### config.mk
export PLATFORM = sky130hd
export DESIGN_NAME = main_clock_controller
export DESIGN_NICKNAME = d
export VERILOG_FILES = /design/src/verilog/clkctrl_pkg.sv /design/src/verilog/main_clock_controller.sv
export VERILOG_INCLUDE_DIRS = /design/src /design/src/verilog
export SDC_FILE = /design/constraint.sdc
export NUM_CORES = 1
export LEC_CHECK = 0
export BUFFER_PORTS_ARGS = -buffer_cell sky130_fd_sc_hd__buf_2
export CAP_MARGIN = 0
export CORE_MARGIN = 2
export CORE_UTILIZATION = 45
export CTS_BUF_LIST = sky130_fd_sc_hd__clkbuf_4
export DETAILED_ROUTE_END_ITERATION = 16
export PLACE_DENSITY = 0.74
export SYNTH_ARGS = -nofsm -noshare
export SYNTH_HDL_FRONTEND = slang
export SYNTH_SLANG_ARGS = --single-unit
### constraint.sdc
create_clock -name sys_clk_in -period 4.3 [get_ports sys_clk_in]
set_clock_uncertainty 0.15 [all_clocks]
set_input_delay 0.86 -clock sys_clk_in [delete_from_list [all_inputs] [get_ports sys_clk_in]]
set_output_delay 0.86 -clock sys_clk_in [all_outputs]
set_load 0.05 [all_outputs]
### src/verilog/clkctrl_params.svh
// Purpose: offsets, field positions, reset values and timing counts
// Assumes: 200 MHz system clock, register index = byte address / 4
// Notes:   included by the clock controller and its bench
`ifndef CLKCTRL_PARAMS_SVH
`define CLKCTRL_PARAMS_SVH
`define IDX_MAIN_CTRL_A   6'h00
`define IDX_MAIN_CTRL_B   6'h01
`define IDX_MAIN_LOCK     6'h02
`define IDX_MAIN_STATUS   6'h03
`define IDX_FAST_CTRL_A   6'h10
`define IDX_FAST_CALIB_A  6'h11
`define IDX_FAST_CALIB_B  6'h12
`define IDX_SLOW_CTRL_A   6'h18
`define IDX_PROTECT_KEY   6'h1f
`define RST_PRESCALE_DIVISION          4'h8
`define RST_PEN           1'b1
`define POS_RUN_STANDBY   1
`define POS_CALIB_LOCK    7
`define POS_EXT_STARTED   7
`define POS_SLOW_STABLE   5
`define POS_FAST_STABLE   4
`define POS_SWITCH_PEND   0
`define SYS_CLK_MHZ       200
`define FAST_STARTUP_NS   1000
`define SLOW_STARTUP_NS   2000
`define FAST_STARTUP_CYC  ((`FAST_STARTUP_NS * `SYS_CLK_MHZ + 999) / 1000)
`define SLOW_STARTUP_CYC  ((`SLOW_STARTUP_NS * `SYS_CLK_MHZ + 999) / 1000)
`define FAST_GATE_EDGES   3'h4
`define SLOW_GATE_EDGES   3'h4
`define EXT_GATE_EDGES    3'h2
`define SLOW_TICK_DIV     6'h20
`define PROTECT_WINDOW    3'h4
`define PROTECT_KEY       8'h5a
`endif

### src/verilog/clkctrl_pkg.sv
// Purpose: types shared by the clock controller and its bench
// Assumes: nothing
// Notes:   source codes follow the main source select field
package clkctrl_pkg;
   typedef enum logic [1:0] {
      SRC_FAST = 2'h0,
      SRC_SLOW = 2'h1,
      SRC_EXT  = 2'h3
   } clk_src_e;
   typedef enum logic [1:0] {
      SLP_ACTIVE  = 2'h0,
      SLP_IDLE    = 2'h1,
      SLP_STANDBY = 2'h2,
      SLP_PDOWN   = 2'h3
   } sleep_mode_e;
   typedef enum logic [2:0] {
      SW_IDLE = 3'b001,
      SW_WAIT = 3'b010,
      SW_HAND = 3'b100
   } switch_state_e;
   typedef struct packed {
      logic        read;
      logic        write;
      logic [7:0]  address;
      logic [3:0]  byteenable;
      logic [31:0] writedata;
   } avs_req_s;
   typedef struct packed {
      logic       freq_select;
      logic       calib_lock;
      logic [5:0] freq_trim;
      logic [3:0] temp_slope_trim;
   } fuse_s;
endpackage

### src/verilog/main_clock_controller.sv
// Purpose: main clock source select, prescaler, oscillator control
// Assumes: oscillator lines arrive asynchronously; requests are local
// Notes:   index 0 fast rc, 1 slow rc, 2 external clock pin
// Notes on behaviour
// - unrequested, unselected oscillator without run-in-standby is off
// - run-in-standby keeps an oscillator running except in power down
// - run-in-standby removes analog start-up on a later request
// - main clock always runs in active and idle modes
// - in standby main clock runs only if requested or run-in-standby
// - power down stops main clock after nvm operations finish
// - switch to external clock waits for enough edges on the first request only
// - pending external switch ignores new selections until the switch completes
// - switch pending flag set while a source change is in progress
// - status flags show each requested source running and stable
// - peripheral clock is main clock divided by 1 up to 64
// - reset selects fast rc with division by 6
// - fast rc center frequency 16 or 20 MHz from fuse
// - fast rc trims are loaded from fuses at reset
// - calibration lock fuse blocks calibration writes
// - lock bit with fast rc as main source blocks calibration writes
// - fast rc gated after analog start-up plus 4 cycles
// - slow rc yields a 1 kHz tick for rtc, watchdog and bod
// - slow rc output after start-up plus 4 cycles
// - external request configures pin, 2 cycle start on first request
// - protected registers change only within the key write window
// - source codes 0 fast, 1 slow, 3 external, 2 reserved
// - prescaler disabled passes clock; codes select fixed ratios
// - lock bit freezes source and prescaler until reset, calibration only with fast rc as main source
`timescale 1ns/1ps
`include "clkctrl_params.svh"
module main_clock_controller (
   input  wire logic                   sys_clk_in,
   input  wire logic                   rst_n_in,
   input  wire clkctrl_pkg::avs_req_s  avs_in,
   output logic [31:0]                 avs_readdata_out,
   output logic                        avs_waitrequest_out,
   input  wire logic [2:0]             osc_in,
   input  wire logic [2:0]             periph_req_in,
   input  wire logic                   main_req_in,
   input  wire clkctrl_pkg::sleep_mode_e sleep_mode_in,
   input  wire logic                   nvm_busy_in,
   input  wire clkctrl_pkg::fuse_s     fuse_in,
   output logic [2:0]                  osc_enable_out,
   output logic                        main_clock_out,
   output logic                        peripheral_clock_out,
   output logic                        tick_1k_out,
   output logic                        freq_select_out,
   output logic [5:0]                  freq_trim_out,
   output logic [3:0]                  temp_slope_trim_out,
   output logic                        switch_pending_out
);
   import clkctrl_pkg::*;

   localparam logic [15:0] ANA_CYC [3] = '{16'(`FAST_STARTUP_CYC),
      16'(`SLOW_STARTUP_CYC), 16'h0};
   localparam logic [2:0]  GATE_EDGES [3] = '{`FAST_GATE_EDGES,
      `SLOW_GATE_EDGES, `EXT_GATE_EDGES};

   function automatic logic [1:0] src_idx(input clk_src_e s);
      src_idx = (s == SRC_EXT) ? 2'h2 : s;
   endfunction

   function automatic logic [6:0] div_factor(input logic [3:0] d);
      case (d)
         4'h0:    div_factor = 7'd2;
         4'h1:    div_factor = 7'd4;
         4'h2:    div_factor = 7'd8;
         4'h3:    div_factor = 7'd16;
         4'h4:    div_factor = 7'd32;
         4'h5:    div_factor = 7'd64;
         4'h8:    div_factor = 7'd6;
         4'h9:    div_factor = 7'd10;
         4'ha:    div_factor = 7'd12;
         4'hb:    div_factor = 7'd24;
         4'hc:    div_factor = 7'd48;
         default: div_factor = 7'd2;
      endcase
   endfunction

   logic [2:0]    sync1_reg, sync2_reg, sync3_reg, rise;
   logic [2:0]    osc_on, rsb_warm, stable_reg, rsb;
   logic [15:0]   ana_cnt_reg [3];
   logic [2:0]    edge_cnt_reg [3];
   logic          ext_started_reg;
   clk_src_e      sel_reg, active_src_reg;
   switch_state_e state_reg;
   logic          hold_low_reg, main_gate_reg, main_clk_reg;
   logic          main_need, cur_level, main_level_next, main_rise;
   logic [3:0]    prescale_division_reg;
   logic          pen_reg, lock_en_reg, rsb_fast_reg, rsb_slow_reg;
   logic [5:0]    freq_trim_reg, per_cnt_reg, half, tick_cnt_reg;
   logic [3:0]    temp_trim_reg;
   logic [6:0]    divf;
   logic          freq_sel_reg, calib_lock_reg, fuse_loaded_reg;
   logic          per_toggle_reg, per_clk_reg, tick_reg;
   logic          ack_reg, done, wr_acc, prot_ok, calib_block, accept_sel;
   logic [2:0]    win_reg;
   logic [5:0]    idx;
   logic [7:0]    wd;
   logic [31:0]   rd, readdata_reg;

   assign idx = avs_in.address[7:2];
   assign wd  = avs_in.writedata[7:0];
   assign done = (avs_in.read | avs_in.write) & ack_reg;
   assign wr_acc = avs_in.write & ack_reg & avs_in.byteenable[0];
   assign prot_ok = wr_acc & (win_reg != 3'h0);
   assign avs_waitrequest_out = (avs_in.read | avs_in.write) & ~ack_reg;
   assign avs_readdata_out = readdata_reg;

   // main clock demand per sleep mode
   always_comb begin
      case (sleep_mode_in)
         SLP_ACTIVE, SLP_IDLE: main_need = 1'b1;
         SLP_STANDBY: main_need = main_req_in | rsb[src_idx(active_src_reg)];
         default: main_need = nvm_busy_in;
      endcase
   end

   assign rsb = {1'b0, rsb_slow_reg, rsb_fast_reg};

   generate
      for (genvar i = 0; i < 3; i++) begin : gen_src
         assign rise[i] = sync2_reg[i] & ~sync3_reg[i];
         assign osc_on[i] = periph_req_in[i]
            | (src_idx(active_src_reg) == 2'(i) & main_need)
            | (state_reg != SW_IDLE & src_idx(sel_reg) == 2'(i));
         assign rsb_warm[i] = rsb[i] & (sleep_mode_in != SLP_PDOWN);
         assign osc_enable_out[i] = osc_on[i] | rsb_warm[i];
         always_ff @(posedge sys_clk_in or negedge rst_n_in) begin
            if (!rst_n_in) begin
               ana_cnt_reg[i]  <= 16'h0;
               edge_cnt_reg[i] <= 3'h0;
               stable_reg[i]   <= 1'b0;
            end else if (!osc_on[i]) begin
               ana_cnt_reg[i]  <= 16'h0;
               edge_cnt_reg[i] <= 3'h0;
               stable_reg[i]   <= 1'b0;
            end else if (!stable_reg[i]) begin
               if (ana_cnt_reg[i] < ANA_CYC[i] && !rsb_warm[i]) begin
                  ana_cnt_reg[i] <= ana_cnt_reg[i] + 16'h1;
               end else if (edge_cnt_reg[i] >= GATE_EDGES[i]
                  || (i == 2 && ext_started_reg)) begin
                  stable_reg[i] <= 1'b1;
               end else if (rise[i]) begin
                  edge_cnt_reg[i] <= edge_cnt_reg[i] + 3'h1;
               end
            end
         end
      end
   endgenerate

   // two-stage synchronisers plus edge history
   always_ff @(posedge sys_clk_in or negedge rst_n_in) begin
      if (!rst_n_in) begin
         sync1_reg <= 3'h0;
         sync2_reg <= 3'h0;
         sync3_reg <= 3'h0;
      end else begin
         sync1_reg <= osc_in;
         sync2_reg <= sync1_reg;
         sync3_reg <= sync2_reg;
      end
   end

   // first external start seen, later requests start at once
   always_ff @(posedge sys_clk_in or negedge rst_n_in) begin
      if (!rst_n_in) begin
         ext_started_reg <= 1'b0;
      end else if (stable_reg[2]) begin
         ext_started_reg <= 1'b1;
      end
   end

   // fuse capture on the first edge after reset release
   always_ff @(posedge sys_clk_in or negedge rst_n_in) begin
      if (!rst_n_in) begin
         fuse_loaded_reg <= 1'b0;
         freq_sel_reg    <= 1'b0;
         calib_lock_reg  <= 1'b0;
         freq_trim_reg   <= 6'h0;
         temp_trim_reg   <= 4'h0;
      end else if (!fuse_loaded_reg) begin
         fuse_loaded_reg <= 1'b1;
         freq_sel_reg    <= fuse_in.freq_select;
         calib_lock_reg  <= fuse_in.calib_lock;
         freq_trim_reg   <= fuse_in.freq_trim;
         temp_trim_reg   <= fuse_in.temp_slope_trim;
      end else if (prot_ok && !calib_block) begin
         if (idx == `IDX_FAST_CALIB_A) begin
            freq_trim_reg <= wd[5:0];
         end else if (idx == `IDX_FAST_CALIB_B) begin
            temp_trim_reg <= wd[3:0];
         end
      end
   end

   assign calib_block = calib_lock_reg
      | (active_src_reg == SRC_FAST & lock_en_reg);

   // key window counts completed bus transfers
   always_ff @(posedge sys_clk_in or negedge rst_n_in) begin
      if (!rst_n_in) begin
         win_reg <= 3'h0;
      end else if (wr_acc && idx == `IDX_PROTECT_KEY && wd == `PROTECT_KEY) begin
         win_reg <= `PROTECT_WINDOW;
      end else if (prot_ok && idx != `IDX_PROTECT_KEY) begin
         win_reg <= 3'h0;
      end else if (done && win_reg != 3'h0) begin
         win_reg <= win_reg - 3'h1;
      end
   end

   assign accept_sel = prot_ok && idx == `IDX_MAIN_CTRL_A && !lock_en_reg
      && wd[1:0] != 2'h2
      && (state_reg == SW_IDLE || (state_reg == SW_WAIT && sel_reg != SRC_EXT));

   // control registers
   always_ff @(posedge sys_clk_in or negedge rst_n_in) begin
      if (!rst_n_in) begin
         sel_reg      <= SRC_FAST;
         prescale_division_reg     <= `RST_PRESCALE_DIVISION;
         pen_reg      <= `RST_PEN;
         lock_en_reg  <= 1'b0;
         rsb_fast_reg <= 1'b0;
         rsb_slow_reg <= 1'b0;
      end else begin
         if (accept_sel) begin
            sel_reg <= clk_src_e'(wd[1:0]);
         end
         if (prot_ok && !lock_en_reg) begin
            if (idx == `IDX_MAIN_CTRL_B) begin
               prescale_division_reg <= wd[4:1];
               pen_reg  <= wd[0];
            end else if (idx == `IDX_MAIN_LOCK && wd[0]) begin
               lock_en_reg <= 1'b1;
            end
         end
         if (prot_ok && idx == `IDX_FAST_CTRL_A) begin
            rsb_fast_reg <= wd[`POS_RUN_STANDBY];
         end
         if (prot_ok && idx == `IDX_SLOW_CTRL_A) begin
            rsb_slow_reg <= wd[`POS_RUN_STANDBY];
         end
      end
   end

   // source switch sequence
   always_ff @(posedge sys_clk_in or negedge rst_n_in) begin
      if (!rst_n_in) begin
         state_reg      <= SW_IDLE;
         active_src_reg <= SRC_FAST;
         hold_low_reg   <= 1'b0;
      end else begin
         case (state_reg)
            SW_IDLE: begin
               if (sel_reg != active_src_reg) begin
                  state_reg <= SW_WAIT;
               end
            end
            SW_WAIT: begin
               if (sel_reg == active_src_reg) begin
                  state_reg <= SW_IDLE;
               end else if (stable_reg[src_idx(sel_reg)]) begin
                  state_reg <= SW_HAND;
               end
            end
            SW_HAND: begin
               if (!sync2_reg[src_idx(active_src_reg)]) begin
                  hold_low_reg <= 1'b1;
               end
               if (hold_low_reg && !sync2_reg[src_idx(sel_reg)]) begin
                  active_src_reg <= sel_reg;
                  hold_low_reg   <= 1'b0;
                  state_reg      <= SW_IDLE;
               end
            end
            default: state_reg <= SW_IDLE;
         endcase
      end
   end

   assign switch_pending_out = (state_reg != SW_IDLE);
   assign cur_level = sync2_reg[src_idx(active_src_reg)] & ~hold_low_reg;
   assign main_level_next = cur_level & main_gate_reg;
   assign main_rise = main_level_next & ~main_clk_reg;
   assign divf = div_factor(prescale_division_reg);
   assign half = divf[6:1];

   // main clock gate moves only while the source is low
   always_ff @(posedge sys_clk_in or negedge rst_n_in) begin
      if (!rst_n_in) begin
         main_gate_reg <= 1'b0;
         main_clk_reg  <= 1'b0;
      end else begin
         if (!cur_level) begin
            main_gate_reg <= main_need & stable_reg[src_idx(active_src_reg)];
         end
         main_clk_reg <= main_level_next;
      end
   end

   // prescaler
   always_ff @(posedge sys_clk_in or negedge rst_n_in) begin
      if (!rst_n_in) begin
         per_cnt_reg    <= 6'h0;
         per_toggle_reg <= 1'b0;
         per_clk_reg    <= 1'b0;
      end else begin
         if (main_rise) begin
            if (per_cnt_reg >= half - 6'h1) begin
               per_cnt_reg    <= 6'h0;
               per_toggle_reg <= ~per_toggle_reg;
            end else begin
               per_cnt_reg <= per_cnt_reg + 6'h1;
            end
         end
         per_clk_reg <= pen_reg ? per_toggle_reg : main_clk_reg;
      end
   end

   // 1 kHz tick from slow rc edges
   always_ff @(posedge sys_clk_in or negedge rst_n_in) begin
      if (!rst_n_in) begin
         tick_cnt_reg <= 6'h0;
         tick_reg     <= 1'b0;
      end else begin
         tick_reg <= 1'b0;
         if (stable_reg[1] && rise[1]) begin
            if (tick_cnt_reg == `SLOW_TICK_DIV - 6'h1) begin
               tick_cnt_reg <= 6'h0;
               tick_reg     <= 1'b1;
            end else begin
               tick_cnt_reg <= tick_cnt_reg + 6'h1;
            end
         end
      end
   end

   // register read mux
   always_comb begin
      rd = 32'h0;
      if (idx == `IDX_MAIN_CTRL_A) begin
         rd[1:0] = sel_reg;
      end else if (idx == `IDX_MAIN_CTRL_B) begin
         rd[4:0] = {prescale_division_reg, pen_reg};
      end else if (idx == `IDX_MAIN_LOCK) begin
         rd[0] = lock_en_reg;
      end else if (idx == `IDX_MAIN_STATUS) begin
         rd[`POS_EXT_STARTED] = stable_reg[2];
         rd[`POS_SLOW_STABLE] = stable_reg[1];
         rd[`POS_FAST_STABLE] = stable_reg[0];
         rd[`POS_SWITCH_PEND] = switch_pending_out;
      end else if (idx == `IDX_FAST_CTRL_A) begin
         rd[`POS_RUN_STANDBY] = rsb_fast_reg;
      end else if (idx == `IDX_FAST_CALIB_A) begin
         rd[5:0] = freq_trim_reg;
      end else if (idx == `IDX_FAST_CALIB_B) begin
         rd[`POS_CALIB_LOCK] = calib_lock_reg;
         rd[3:0] = temp_trim_reg;
      end else if (idx == `IDX_SLOW_CTRL_A) begin
         rd[`POS_RUN_STANDBY] = rsb_slow_reg;
      end
   end

   // bus answer one cycle after the request
   always_ff @(posedge sys_clk_in or negedge rst_n_in) begin
      if (!rst_n_in) begin
         ack_reg      <= 1'b0;
         readdata_reg <= 32'h0;
      end else begin
         ack_reg <= (avs_in.read | avs_in.write) & ~ack_reg;
         if (avs_in.read && !ack_reg) begin
            readdata_reg <= rd;
         end
      end
   end

   assign main_clock_out       = main_clk_reg;
   assign peripheral_clock_out = per_clk_reg;
   assign tick_1k_out          = tick_reg;
   assign freq_select_out      = freq_sel_reg;
   assign freq_trim_out        = freq_trim_reg;
   assign temp_slope_trim_out  = temp_trim_reg;
endmodule

==> impl_metrics.json <==
{
  "synth_seq_area_share_pct": 47.73,
  "synth_flop_cell": "dfrtp_1",
  "syn_to_final_growth_pct": 8.868,
  "clock_sinks": 111,
  "insertion_delay_ps": 460,
  "final_antenna_net_count": 0,
  "grt_pass1_vias": 4302,
  "grt_max_degree": 72,
  "fin_setup_tns_ps": 0,
  "pin_count": 121,
  "wirelength_um": 11760,
  "p_per_area_nw_per_um2": 322.6,
  "dpl_cell_area_um2": 6231,
  "clockRootBuffer": "clkbuf_4",
  "worstMarginPinSlew_ps": 894.9,
  "synthCells": 585,
  "dp_slack_ps": 734.5,
  "synth.distinct_cells": 61,
  "ctsResizeCount": 0,
  "grt_use_met3_pct": 2.519,
  "port_buffers": 66,
  "crit_fanout": 6,
  "drcViolationCount": 0,
  "drt_iter0_markers": 301,
  "chipHeight_um": 117.8,
  "cp-end-kind": "register",
  "core-area_um2": 12620,
  "fin_area_um2": 6344,
  "avgSynthCellArea_um2": 9.960,
  "hold_class": "reg -> reg",
  "row_count": 41,
  "dieArea_um2": 13870,
  "yosys_warnings": 0,
  "slew_headroom_pct": 40.34,
  "final_cell_mix": "dfrtp_1, nor2_1, buf_2",
  "outcome": "completed",
  "initial_core_util_pct": 46.17,
  "arrival_ps": 3830,
  "grt_pass1_wl_um": 20480,
  "required_ps": 4530,
  "firstDrtPassIters": 5,
  "ys_seq_elements": 111,
  "viasPerCell": 5.251,
  "max_freq_mhz": 277.4,
  "startpoint_type": "register",
  "slew_violations": 0,
  "die_w_um": 117.8,
  "cts_tree": "yes",
  "ctsLongestPathBuffers": 2,
  "synth_top_area_share_pct": 46.38,
  "yosys.area.top_type": "dfrtp_1",
  "syn_area_um2": 5827,
  "num_vias": 4316,
  "rsz0062_at_grt": "false",
  "setup_viol": 0,
  "post-cts-setup-buffer-count": 0,
  "synth-edff-count": 0,
  "report.final.hold_viol_count": 0,
  "globalRoute.busiestLayer": "met2",
  "htreeDepth": 3,
  "setup_slack_ps": 694.7,
  "grtUsageTotal_pct": 17.99,
  "async_reset_ff_share_pct": 100.0,
  "grt_overflow": 0,
  "largest_register_ffs": 32,
  "hold_buffers": 0,
  "final_common_cell": "dfrtp_1",
  "finalCriticalPeriod_ps": 3605,
  "hold_ws_ps": 202.4,
  "cts_buffers": 9,
  "ir_drop_mv": 0.2946,
  "clk_pin_slew_ps": 150,
  "wire_per_inst_um": 14.30,
  "grt_util_met1_pct": 24.26,
  "yosys-top-cells-area": "dfrtp_1, nor2_1, ha_1",
  "path_class": "reg -> reg",
  "maxCapViolCount": 0,
  "nets": 732,
  "drive_above_1_share_pct": 19.26,
  "min_period_over_period_pct": 83.84,
  "power.leakage_uw": 0.003019,
  "place_congestion": 0.9041,
  "post-route-util_pct": 50.27,
  "antenna_found_initial": 1,
  "grt_util_met2_pct": 28.96,
  "hpwlAfterDp_um": 8830
}
[synthesized netlist by cell type, drive strengths merged (18+ instances only)]
library cell,instances
buf,36
inv,21
o21ai,21
nand2,40
ha,18
nor2b,23
mux2i,21
xnor2,22
dfrtp,108
a21oi,34
nor2,78
[per-layer routing]
layer	vias up	share of wire, %
met5	-	0
met4	0	2.5
met3	22	3.8
met2	120	48
met1	2078	46
li1	2096	-
[worst max-delay path, cell delays in order (launching register included)]
cell,delay [ps]
dfstp_2,620
inv_1,100
and3_1,170
a21oi_1,140
o21ai_0,150
ha_1,280
mux2i_1,140
o21ai_0,180
a2bb2oi_1,90
ha_1,190
nor4_1,140
o21ai_0,160
a31oi_1,480
nand3_1,250
o311ai_2,290
[through the flow]
stage                     power [uW]  instances
after floorplan                 1511        610
after global placement          1594        805
after detailed placement        1618        805
after CTS                       2073        821
after global routing            2165        822
final                           2046        822
[final cells by class]
type                       instances  area (um^2)
fill                            1181         6276
multi-input combinational        430         2773
timing repair buffer              71        382.9
tap                              172        215.2
antenna                            1        2.502
clock inverter                     3        12.51
sequential                       111         2781
inverter                          21        78.83
clock buffer                      13        97.59
[path summary, 6_finish.rpt]
check / slack [ps] / start / end / cells after the start
worst max-delay path: 690 / prescale_division_reg[3]$_DFFE_PN1P_ / per_cnt_reg[5]$_DFFE_PN0P_ / 14
worst min-delay path: 200 / sync1_reg[0]$_DFF_PN0_ / sync2_reg[0]$_DFF_PN0_ / 0
worst max register to register: 690 / prescale_division_reg[3]$_DFFE_PN1P_ / per_cnt_reg[5]$_DFFE_PN0P_ / 14
worst min register to register: 200 / sync1_reg[0]$_DFF_PN0_ / sync2_reg[0]$_DFF_PN0_ / 0
max in group asynchronous: 2930 / rst_n_in / win_reg[2]$_DFFE_PN0P_ / 2
min in group asynchronous: 340 / rst_n_in / ana_cnt_reg[37]$_DFFE_PN0P_ / 1
[cell families after synthesis]
family / after synthesis / share of synthesized area, %
and+or+nand+nor: 224 / 19.99
adders and majority gates: 18 / 3.865
AOI/OAI and AO/OA: 98 / 11.27
buffers and inverters: 69 / 6.399
muxes: 37 / 6.700
other: 2 / 0.1289
xor gates and xnor gates: 26 / 3.908
DFF: 111 / 47.73
[power by group]
part	switching, uW	internal [uW]
logic	291	140
registers	60.0	1100
clock network	309	142
total	660	1390
Note: power is estimated with default switching activity, not from simulation.
